==> config.mk <==
export PLATFORM = sky130hd
export DESIGN_NAME = rc_regulator_control_regs
export DESIGN_NICKNAME = d
export VERILOG_FILES = /design/src/rc_pkg.sv /design/src/rc_regulator_control_regs.sv
export SDC_FILE = /design/constraint.sdc
export NUM_CORES = 1
export LEC_CHECK = 0
export ABC_AREA = 1
export ABC_CLOCK_PERIOD_IN_PS = 2300
export BUFFER_PORTS_ARGS = -buffer_cell sky130_fd_sc_hd__clkbuf_2
export CORE_ASPECT_RATIO = 0.5
export CORE_UTILIZATION = 56
export DETAILED_ROUTE_END_ITERATION = 7
export HOLD_SLACK_MARGIN = 0.06
export PLACE_DENSITY = 0.85
export SYNTH_ARGS = -nofsm -noshare
export SYNTH_HDL_FRONTEND = slang
export SYNTH_SLANG_ARGS = --single-unit
==> constraint.sdc <==
create_clock -name sys_clk_in -period 2.3 [get_ports sys_clk_in]
set_input_delay 0.345 -clock sys_clk_in [delete_from_list [all_inputs] [get_ports sys_clk_in]]
set_output_delay 0.345 -clock sys_clk_in [all_outputs]
set_load 0.1 [all_outputs]
==> src/rc_pkg.sv <==
/*
 Register map, field layout, reset values and carrier types of the regulator
 control register bank. Assumes that the serial control port decodes page
 selection itself and presents functional-page accesses only.
*/
// Summary of operation
// Linear regulator B bit 7: clear means off, set means sleep on pin turn-off.
// Linear regulator B bit 6 set permits low-power; clear forbids it always.
// Linear regulator B bit 5 set turns the regulator off in standby.
// Linear regulator B bit 4 enables the regulator when set.
// Linear regulator B bits 3 to 0 select the output voltage.
// Card supply register sits at offset 0x6e, readable and writable anytime; a write in the otp load cycle after reset release is lost.
// Card supply bit 7 set means sleep on pin turn-off, clear means off.
// Card supply bit 6 set permits low-power mode, clear forbids it.
// Card supply bit 5 set switches the supply off in standby.
// Card supply bit 4 enables the card supply regulator.
// Card supply bits 1 to 0 select voltage; bits 3 to 2 reserved.
// I/O supply bit 7 set means sleep on pin turn-off, clear means off.
// I/O supply bit 6 set allows low-power mode, clear forbids it.
// I/O supply bit 5 set turns the supply off during standby.
// I/O supply bit 4 enables the I/O supply regulator.
// I/O supply bits 1 to 0 select the output voltage.
// Enable and voltage load from one-time configuration at reset; others reset zero.
// Reserved bits read as zero and ignore writes.
package rc_pkg;
   localparam logic [7:0] RC_LINB_OFFSET = 8'h6d;
   localparam logic [7:0] RC_CARD_OFFSET = 8'h6e;
   localparam logic [7:0] RC_IO_OFFSET = 8'h6f;

   localparam int RC_OFF_BEHAVIOUR_BIT = 7;
   localparam int RC_LOWPOWER_ALLOW_BIT = 6;
   localparam int RC_STANDBY_OFF_BIT = 5;
   localparam int RC_ENABLE_BIT = 4;
   localparam int RC_LINB_VSEL_W = 4;
   localparam int RC_SUPPLY_VSEL_W = 2;

   // implemented bits per register
   localparam logic [7:0] RC_LINB_MASK = 8'hff;
   localparam logic [7:0] RC_SUPPLY_MASK = 8'hf3;

   localparam logic [7:0] RC_CTRL_RESET = 8'h00;
   localparam logic [7:0] RC_READ_UNMAPPED = 8'h00;

   typedef struct packed {
      logic wr;
      logic rd;
      logic [7:0] addr;
      logic [7:0] wdata;
   } rc_bus_req_t;

   typedef struct packed {
      logic linreg_b_enable;
      logic [RC_LINB_VSEL_W-1:0] linreg_b_voltage_sel;
      logic card_supply_enable;
      logic [RC_SUPPLY_VSEL_W-1:0] card_supply_voltage_sel;
      logic io_supply_enable;
      logic [RC_SUPPLY_VSEL_W-1:0] io_supply_voltage_sel;
   } rc_otp_cfg_t;

   typedef struct packed {
      logic on;
      logic sleep;
      logic lowpower;
   } rc_reg_state_t;
endpackage

==> src/rc_regulator_control_regs.sv <==
/*
 Control registers of three regulators (linear regulator B, card supply,
 I/O supply) and the resulting per-regulator state. Assumes the serial
 control port logic runs on sys_clk_in and drives bus_in; the power-on
 request, standby and low-power request pins are asynchronous.
*/
`timescale 1ns/1ps
`default_nettype none
module rc_regulator_control_regs
   import rc_pkg::*;
(
   input wire logic sys_clk_in,
   input wire logic reset_n_in,
   input wire rc_bus_req_t bus_in,
   input wire rc_otp_cfg_t otp_cfg_in,
   input wire logic power_on_request_in,
   input wire logic standby_in,
   input wire logic lowpower_req_in,
   output var logic [7:0] rd_data_out,
   output var logic rd_valid_out,
   output var rc_reg_state_t linreg_b_state_out,
   output var rc_reg_state_t card_supply_state_out,
   output var rc_reg_state_t io_supply_state_out
);

   // regulator state from its control byte and the system conditions
   function automatic rc_reg_state_t eval_reg(input logic [7:0] ctrl, input logic pwr_off,
                                              input logic stby, input logic lp_req);
      rc_reg_state_t s;
      s = '0;
      if (!ctrl[RC_ENABLE_BIT]) begin
         s = '0;
      end else if (pwr_off) begin
         s.sleep = ctrl[RC_OFF_BEHAVIOUR_BIT];
      end else if (stby && ctrl[RC_STANDBY_OFF_BIT]) begin
         s = '0;
      end else begin
         s.on = 1'b1;
         s.lowpower = lp_req && ctrl[RC_LOWPOWER_ALLOW_BIT];
      end
      return s;
   endfunction

   // one-hot register select, zero for offsets outside the bank
   function automatic logic [2:0] decode_offset(input logic [7:0] addr);
      logic [2:0] sel;
      sel = 3'h0;
      if (addr == RC_LINB_OFFSET) begin
         sel = 3'h1;
      end else if (addr == RC_CARD_OFFSET) begin
         sel = 3'h2;
      end else if (addr == RC_IO_OFFSET) begin
         sel = 3'h4;
      end
      return sel;
   endfunction

   // pin synchronisers
   logic [1:0] pwr_sync, stby_sync, lp_sync;
   logic [1:0] next_pwr_sync, next_stby_sync, next_lp_sync;

   always_comb begin
      next_pwr_sync = {pwr_sync[0], power_on_request_in};
      next_stby_sync = {stby_sync[0], standby_in};
      next_lp_sync = {lp_sync[0], lowpower_req_in};
   end

   always_ff @(posedge sys_clk_in or negedge reset_n_in) begin
      if (!reset_n_in) begin
         pwr_sync <= 2'h0;
         stby_sync <= 2'h0;
         lp_sync <= 2'h0;
      end else begin
         pwr_sync <= next_pwr_sync;
         stby_sync <= next_stby_sync;
         lp_sync <= next_lp_sync;
      end
   end

   // control registers
   logic [7:0] linb_ctrl, card_ctrl, io_ctrl;
   logic [7:0] next_linb_ctrl, next_card_ctrl, next_io_ctrl;
   logic otp_done, next_otp_done;
   // one decode shared by the write and read paths
   logic [2:0] bus_sel;

   always_comb begin
      bus_sel = decode_offset(bus_in.addr);
   end

   always_comb begin
      next_linb_ctrl = linb_ctrl;
      next_card_ctrl = card_ctrl;
      next_io_ctrl = io_ctrl;
      next_otp_done = 1'b1;
      if (!otp_done) begin
         // otp is caught once after reset release, never through the async reset
         next_linb_ctrl = {3'h0, otp_cfg_in.linreg_b_enable,
                           otp_cfg_in.linreg_b_voltage_sel};
         next_card_ctrl = {3'h0, otp_cfg_in.card_supply_enable, 2'h0,
                           otp_cfg_in.card_supply_voltage_sel};
         next_io_ctrl = {3'h0, otp_cfg_in.io_supply_enable, 2'h0,
                         otp_cfg_in.io_supply_voltage_sel};
      end else if (bus_in.wr) begin
         if (bus_sel[0]) begin
            next_linb_ctrl = bus_in.wdata & RC_LINB_MASK;
         end else if (bus_sel[1]) begin
            next_card_ctrl = bus_in.wdata & RC_SUPPLY_MASK;
         end else if (bus_sel[2]) begin
            next_io_ctrl = bus_in.wdata & RC_SUPPLY_MASK;
         end
      end
   end

   always_ff @(posedge sys_clk_in or negedge reset_n_in) begin
      if (!reset_n_in) begin
         linb_ctrl <= RC_CTRL_RESET;
         card_ctrl <= RC_CTRL_RESET;
         io_ctrl <= RC_CTRL_RESET;
         otp_done <= 1'b0;
      end else begin
         linb_ctrl <= next_linb_ctrl;
         card_ctrl <= next_card_ctrl;
         io_ctrl <= next_io_ctrl;
         otp_done <= next_otp_done;
      end
   end

   // read port; a read in the same cycle as a write returns the old value
   logic [7:0] next_rd_data;
   logic next_rd_valid;

   always_comb begin
      next_rd_valid = bus_in.rd;
      next_rd_data = RC_READ_UNMAPPED;
      if (!bus_in.rd) begin
         next_rd_data = RC_READ_UNMAPPED;
      end else if (bus_sel[0]) begin
         next_rd_data = linb_ctrl;
      end else if (bus_sel[1]) begin
         next_rd_data = card_ctrl;
      end else if (bus_sel[2]) begin
         next_rd_data = io_ctrl;
      end
   end

   always_ff @(posedge sys_clk_in or negedge reset_n_in) begin
      if (!reset_n_in) begin
         rd_data_out <= RC_READ_UNMAPPED;
         rd_valid_out <= 1'b0;
      end else begin
         rd_data_out <= next_rd_data;
         rd_valid_out <= next_rd_valid;
      end
   end

   // regulator state; pin low is the turn-off event condition
   rc_reg_state_t next_linb_state, next_card_state, next_io_state;

   always_comb begin
      next_linb_state = eval_reg(linb_ctrl, !pwr_sync[1], stby_sync[1], lp_sync[1]);
      next_card_state = eval_reg(card_ctrl, !pwr_sync[1], stby_sync[1], lp_sync[1]);
      next_io_state = eval_reg(io_ctrl, !pwr_sync[1], stby_sync[1], lp_sync[1]);
   end

   always_ff @(posedge sys_clk_in or negedge reset_n_in) begin
      if (!reset_n_in) begin
         linreg_b_state_out <= '0;
         card_supply_state_out <= '0;
         io_supply_state_out <= '0;
      end else begin
         linreg_b_state_out <= next_linb_state;
         card_supply_state_out <= next_card_state;
         io_supply_state_out <= next_io_state;
      end
   end
endmodule // rc_regulator_control_regs
`default_nettype wire

==> results of run 1 <==
Yosys cell counts:
master,count,area (sq um)
nand2_1,67,251
dfrtp_1,45,1130
nand3_1,34,170
inv_1,33,124
nand2_2,8,50.1
nand4_1,7,43.8
nor2_1,6,22.5
o21ai_1,6,30.0
o21ai_2,6,52.6
a21boi_0,3,22.5
nor2_4,3,33.8
nor3_1,3,15.0
buf_2,2,10.0
buf_4,2,15.0
buf_6,2,22.5
o21ai_0,2,10.0
conb_1,1,3.75
inv_2,1,3.75
nand2_4,1,11.3
nand3_2,1,10.0
nor2_8,1,20.0
or2_4,1,8.76
final timing paths:
| path | from | to | slack [ns] |
|---|---|---|---|
| min in group sys_clk_in | power_on_request_in | pwr_sync[0] | 0.14 |
| worst max-delay path | rd_data_out[5] | rd_data_out[5] | 0.84 |
| worst min register to register | pwr_sync[0] | pwr_sync[1] | 0.36 |
| worst max register to register | otp_done | card_ctrl[7] | 0.85 |
| worst min-delay path | reset_n_in | card_supply_state_out[0] | 0.1 |
| max in group asynchronous | reset_n_in | linb_ctrl[1] | 1.84 |
layout make-up:
type | count | area, sq um | area share
Timing Repair Buffer | 53 | 270 | 0.111
Tap cell | 51 | 63.8 | 0.0262
Clock buffer | 5 | 68.8 | 0.0283
Clock inverter | 3 | 21.3 | 0.00874
Sequential cell | 45 | 1130 | 0.463
Multi-Input combinational cell | 150 | 756 | 0.311
Inverter | 34 | 128 | 0.0524
registers in the layout (all words and copies together), names as in the netlist, 3 cells and up:
| signal | cells |
|---|---|
| linb_ctrl | 8 |
| io_ctrl | 6 |
| card_supply_state_out | 3 |
| linreg_b_state_out | 3 |
| io_supply_state_out | 3 |
| card_ctrl | 6 |
| rd_data_out | 8 |
kinds of logic (layout without fill, tap and decap cells):
logic type / after synthesis / after routing / share of synthesized area
AO/OA/AOI/OAI: 17 / 17 / 0.0560
AND/OR/NAND/NOR: 132 / 132 / 0.310
other: 1 / 1 / 0.00182
flip-flops: 45 / 45 / 0.547
buffers and inverters: 40 / 95 / 0.0852
metal layers:
metal | up-vias | GRT usage | wire length (um)
met5 | - | 0 | 0
met4 | 0 | 0.105 | 80
met3 | 10 | 0.0512 | 297
met2 | 71 | 0.394 | 2000
met1 | 799 | 0.332 | 1920
li1 | 847 | - | -
per-stage QoR:
step	std cells	util	setup slack (ns)	area (sq um)
6_report	341	0.701	0.835	2430
5_1_grt	341	0.701	0.763	2430
4_1_cts	341	0.701	0.824	2430
3_5_place_dp	333	0.675	0.654	2340
3_3_place_gp	333	0.675	0.682	2340
2_1_floorplan	235	-	1.07	2060
power by group:
part | leakage, nW | internal, mW | switching, mW
combinational | 0.778 | 0.0623 | 0.147
clock | 0.0445 | 0.216 | 0.286
sequential | 0.589 | 0.829 | 0.0299
worst reg2reg max path: cells and delay by family (launching register included):
kind,cells,cell delay [ns]
AND/OR/NAND/NOR,3,0.67
flip-flops,1,0.49
buffers and inverters,1,0.15
AO/OA/AOI/OAI,1,0.08
cells in the final DEF (no fill, tap or decap), drive strengths merged:
cell      synthesis  routed
clkbuf            0      56
clkinvlp          0       1
nor3              3       3
nor2             10      10
a21boi            3       3
conb              1       1
nand2            76      76
buf               6       2
o21ai            14      14
clkinv            0       1
inv              34      35
dfrtp            45      45
nand3            35      35
or2               1       1
nand4             7       7
==> results.tsv, run 1 <==
stage	metric	value	unit
run_status	outcome	finished, final reports clean	
floorplanning	Site Rows	15	
critical_path	R2R depth	5	
floorplanning	Die Span Y	44.9	um
critical_path	Worst setup SP type	flip-flop	
critical_path	crit path kind	flip-flop to output port	
critical_path	stages on the worst setup path	1	
cts	cts-stage hold buffer count	0	
floorplanning	I/O pin count	52	
floorplanning	die width	87.7	um
floorplanning	Core ar.	3470	sq um
timing	Max Clock Freq	683	MHz
timing	Hold Slack	0.0955	ns
routing	DR pass1 iterations	4	
final_layout	share of layout cells above drive strength 1	0.286	
routing	First DRT Iteration DRCs	102	
global_routing	gr ovfl total	0	
final_layout	Diodes inserted	0	
power_and_ir_drop	Power Total	1.57	mW
cts	CTS-repair resized insts	0	
critical_path	critical path, cell by cell	clkbuf_2	
critical_path	Crit path max-delay family	buffers and inverters	
critical_path	Req. time, crit path	1.96	ns
yosys	Yosys warning count	0	
yosys	number of synthesized register bits	45	
cts	CTS max path bufs	2	
cts	Setup Fix Bufs, Post-CTS	0	
final_layout	fill cell count	272	
floorplanning	initial core utilization	0.592	
cts	CTS Buf Count	5	
cts	Skew-Pair Late Insertion Delay	0.31	ns
timing	Max Slew Vio Count	0	
global_routing	number of global-route vias before repair	1539	
power_and_ir_drop	Peak VDD IR	0.267	mV
cts	clock slew at reported path FFs	0.09	ns
timing	Final Hold Vio Count	0	
yosys	Avg Cell Area, Syn	8.75	sq um
run	max-cap viol count	0	
cts	clock sink total	45	
floorplanning	total die area	3930	sq um
placement	IO buf count	51	
critical_path	WP buf/inv	1	
global_routing	GRT Util Overall	0.245	
routing	ANT nets after route	0	
timing	Rel. slew slack	0.638	
timing	final setup violation count	0	
worst_hold_path	HP Class	input port to asynchronous set/reset pin	
yosys	synthesized net count	269	
yosys	Distinct cells, synth	22	
critical_path	CP Max Fanout	1	
critical_path	Crit. End Element	output port	
critical_path	peak per-stage delay on the critical path	0.45	ns
placement	GPL Wtd Cong	0.853	
timing	Clock Skews	0.00531	ns
routing	Routed WL per cell	12.6	um
timing	Tmin final	1.46	ns
final_layout	Area Overhead vs Synth	18.3	%
power_and_ir_drop	pwr/cell area	645	nW/um^2
cts	H-tree depth	2	
global_routing	initial antenna violation count	0	
cts	CTS tree	built	
timing	Fin Setup TNS	0	ns
timing	measured slew at the worst slew-check pin	0.545	ns
placement	placed wire-length estimate	3130	um
routing	Remaining DRCs	0	
routing	vias per inst	5.06	
global_routing	first-pass GRT wire length	6980	um
global_routing	largest net degree at the start of global routing	46	
power_and_ir_drop	leakage	1.41	nW
yosys	Synth Cell Area	2060	sq um
final_layout	nets	323	
routing	Vias	1727	
yosys	sequential share of the synthesized area	0.547	
routing	Routed WL	4300	um
critical_path	CP max-delay cell	clkbuf_2	
yosys	Cells after Synth	235	
timing	Final period util	0.637	
critical_path	WP data arrival	1.12	ns
timing	RSZ-0062 raised after global routing	false	
cts	root buf cell	clkbuf_8	
Note: power is estimated with default switching activity, not from simulation.
==> run 2, diff against run 1 <==
--- a/config.mk
+++ b/config.mk
@@ -5,14 +5,14 @@
 export SDC_FILE = /design/constraint.sdc
 export NUM_CORES = 1
 export LEC_CHECK = 0
-export ABC_AREA = 1
-export ABC_CLOCK_PERIOD_IN_PS = 2300
+export ABC_AREA = 0
+export ABC_CLOCK_PERIOD_IN_PS = 1200
 export BUFFER_PORTS_ARGS = -buffer_cell sky130_fd_sc_hd__clkbuf_2
 export CORE_ASPECT_RATIO = 0.5
-export CORE_UTILIZATION = 56
+export CORE_UTILIZATION = 46
 export DETAILED_ROUTE_END_ITERATION = 7
 export HOLD_SLACK_MARGIN = 0.06
-export PLACE_DENSITY = 0.85
+export PLACE_DENSITY = 0.75
 export SYNTH_ARGS = -nofsm -noshare
 export SYNTH_HDL_FRONTEND = slang
 export SYNTH_SLANG_ARGS = --single-unit
==> constraint.sdc (replaced) <==
create_clock -name sys_clk_in -period 1.2 [get_ports sys_clk_in]
set_input_delay 0.18 -clock sys_clk_in [delete_from_list [all_inputs] [get_ports sys_clk_in]]
set_output_delay 0.18 -clock sys_clk_in [all_outputs]
set_load 0.1 [all_outputs]
==> results.tsv, run 2 <==
stage	metric	value	unit
run_status	outcome	finished, final reports clean	
timing	Clock Skews	0.00836	ns
critical_path	CP max-delay cell	dfrtp_2	
critical_path	CP Max Fanout	23	
yosys	Post-synth ARST share	1.00	
power_and_ir_drop	part of the power in registers	0.550	
cts	root buf cell	clkbuf_8	
timing	Final Hold Vio Count	0	
final_layout	Area Overhead vs Synth	39.9	%
final_layout	Diodes inserted	0	
cts	clock slew at reported path FFs	0.08	ns
timing	RSZ-0062 raised after global routing	false	
yosys	Post-synth EDFFs	0	
power_and_ir_drop	pwr/cell area	1090	nW/um^2
power_and_ir_drop	leakage	1.29	nW
yosys	most frequent cells after synthesis	45 x dfrtp_1, 29 x nand2_1, 12 x nand4_1	
floorplanning	initial core utilization	0.487	
timing	Tmin final	1.12	ns
floorplanning	Die Span Y	47.7	um
critical_path	Req. time, crit path	1.39	ns
yosys	number of synthesized register bits	45	
yosys	Cells after Synth	172	
routing	Routed WL	4300	um
yosys	synthesized net count	206	
final_layout	most common cell after layout, fill and taps aside	dfrtp_1	
final_layout	commonest non-fill, non-tap cells in the layout	44 x dfrtp_1, 33 x clkbuf_2, 29 x nand2_1	
placement	GPL Wtd Cong	0.788	
critical_path	WP buf/inv	1	
critical_path	Crit path max-delay family	flip-flops	
cts	CTS tree	built	
cts	CTS Buf Count	5	
power_and_ir_drop	Psw	740	uW
routing	Remaining DRCs	0	
floorplanning	die width	93.4	um
yosys	most frequent cell after synthesis	dfrtp_1	
cts	Skew-Pair Late Insertion Delay	0.30	ns
routing	Routed WL per cell	14.9	um
global_routing	first-pass GRT wire length	6800	um
routing	First DRT Iteration DRCs	103	
yosys	sequential share of the synthesized area	0.587	
yosys	largest cells by area after synthesis	dfrtp_1 59%, nand2_1 5.7%, o221ai_1 5.0%, mux2i_1 4.7%, nand4_1 3.9%	
critical_path	Worst setup SP type	flip-flop	
routing	Vias	1536	
floorplanning	I/O pin count	52	
critical_path	peak per-stage delay on the critical path	0.48	ns
floorplanning	total die area	4450	sq um
power_and_ir_drop	Comb pwr share	0.132	
yosys	Synth top area share	0.587	
routing	DR pass1 iterations	4	
floorplanning	Site Rows	16	
power_and_ir_drop	internal power	2.20	mW
critical_path	WP data arrival	1.31	ns
run	max-cap viol count	0	
power_and_ir_drop	Power Total	2.94	mW
power_and_ir_drop	clock power share	0.319	
yosys	leading register cell type out of synthesis	dfrtp_1	
worst_hold_path	HP Class	input port to flip-flop	
placement	placed wire-length estimate	3180	um
routing	vias per inst	5.31	
cts	H-tree depth	2	
global_routing	GRT Util Overall	0.216	
global_routing	largest net degree at the start of global routing	30	
placement	IO buf count	51	
final_layout	biggest regs	linb_ctrl: 8 flops, rd_data_out: 8 flops	
final_layout	share of layout cells above drive strength 1	0.349	
yosys	Synth Cell Area	1920	sq um
final_layout	fin util	0.681	
final_layout	nets	269	
routing	ANT nets after route	0	
critical_path	critical path, cell by cell	buf_6 -> nand2_1 -> o221ai_1	
global_routing	initial antenna violation count	0	
global_routing	gr ovfl total	0	
timing	Final period util	0.931	
yosys	Avg Cell Area, Syn	11.2	sq um
yosys	Yosys warning count	0	
timing	Max Slew Vio Count	0	
critical_path	crit path kind	flip-flop to flip-flop	
critical_path	Crit. End Element	flip-flop	
final_layout	fill cell count	298	
power_and_ir_drop	Peak VDD IR	0.585	mV
floorplanning	Core ar.	3940	sq um
yosys	Distinct cells, synth	24	
cts	clock sink total	45	
yosys	post-synth top area cell	dfrtp_1	
timing	final setup violation count	0	
global_routing	number of global-route vias before repair	1477	
timing	Max Clock Freq	895	MHz
cts	Setup Fix Bufs, Post-CTS	0	
cts	CTS max path bufs	2	
power_and_ir_drop	switch share	0.252	
==> run 2: final timing paths <==
| check | startpoint | endpoint | slack (ns) | cells past startpoint |
|---|---|---|---|---|
| max | otp_done | card_ctrl[1] | 0.08 | 3 |
| min | bus_in[2] | linb_ctrl[2] | 0.14 | 3 |
| max reg2reg | otp_done | card_ctrl[1] | 0.08 | 3 |
| min reg2reg | pwr_sync[0] | pwr_sync[1] | 0.36 | 0 |
| max in group asynchronous | reset_n_in | otp_done | 0.36 | 3 |
| min in group asynchronous | reset_n_in | linb_ctrl[7] | 0.34 | 2 |
==> run 2: cell families after synthesis <==
| group | Yosys count | synth area share |
|---|---|---|
| DFF | 45 | 0.587 |
| muxes | 15 | 0.0821 |
| and+or+nand+nor | 68 | 0.187 |
| AOI/OAI and AO/OA | 20 | 0.0815 |
| other | 1 | 0.00195 |
| buffers and inverters | 23 | 0.0606 |
==> run 2: per-stage QoR <==
stage	area (sq um)	std cells	hold slack, ns	setup TNS [ns]	worst slack, ns
floorplan	1920	172	-0.116	0	0.123
global placement	2540	277	0.133	-0.424	-0.0536
detailed placement	2540	277	0.129	-1.19	-0.131
CTS	2680	289	0.141	0	0.0589
global route	2690	289	0.146	0	0.0204
finish	2690	289	0.138	0	0.0822
==> run 2: power by group through the flow <==
stage / Sequential, mW / Clock [mW] / Combinational, mW
after floorplan: 1.69 / 0 / 0.134
after global placement: 1.64 / 0 / 0.359
after detailed placement: 1.64 / 0 / 0.369
after CTS: 1.61 / 0.945 / 0.385
after global routing: 1.62 / 1.00 / 0.419
final: 1.62 / 0.936 / 0.387
==> run 2: layout make-up <==
class	count	area, sq um	area share
sequential	45	1130	0.420
timing repair buffer	68	682	0.254
multi-input combinational	104	677	0.252
tap	54	67.6	0.0252
inverter	11	41.3	0.0154
clock inverter	1	7.51	0.00280
clock buffer	6	82.6	0.0308
==> run 2: worst min-delay path: stages <==
cell	delay [ns]
clkbuf_2	0.08
nand4_1	0.07
o221ai_1	0.08
==> run 2: repair_timing <==
item | 4_1_cts | 5_1_grt
resized for setup | 1 | 1
setup endpoints to repair | 5 | 3
hold buffers | 5 | 0
endpoints found under the hold margin | 20 | 0
cloned | 0 | 0
==> run 2: per-layer routing <==
layer | share of wire | vias to the layer above | track usage
li1 | - | 721 | -
met1 | 0.46 | 745 | 0.273
met2 | 0.47 | 55 | 0.372
met3 | 0.046 | 15 | 0.0524
met4 | 0.024 | 0 | 0.102
met5 | 0 | - | 0
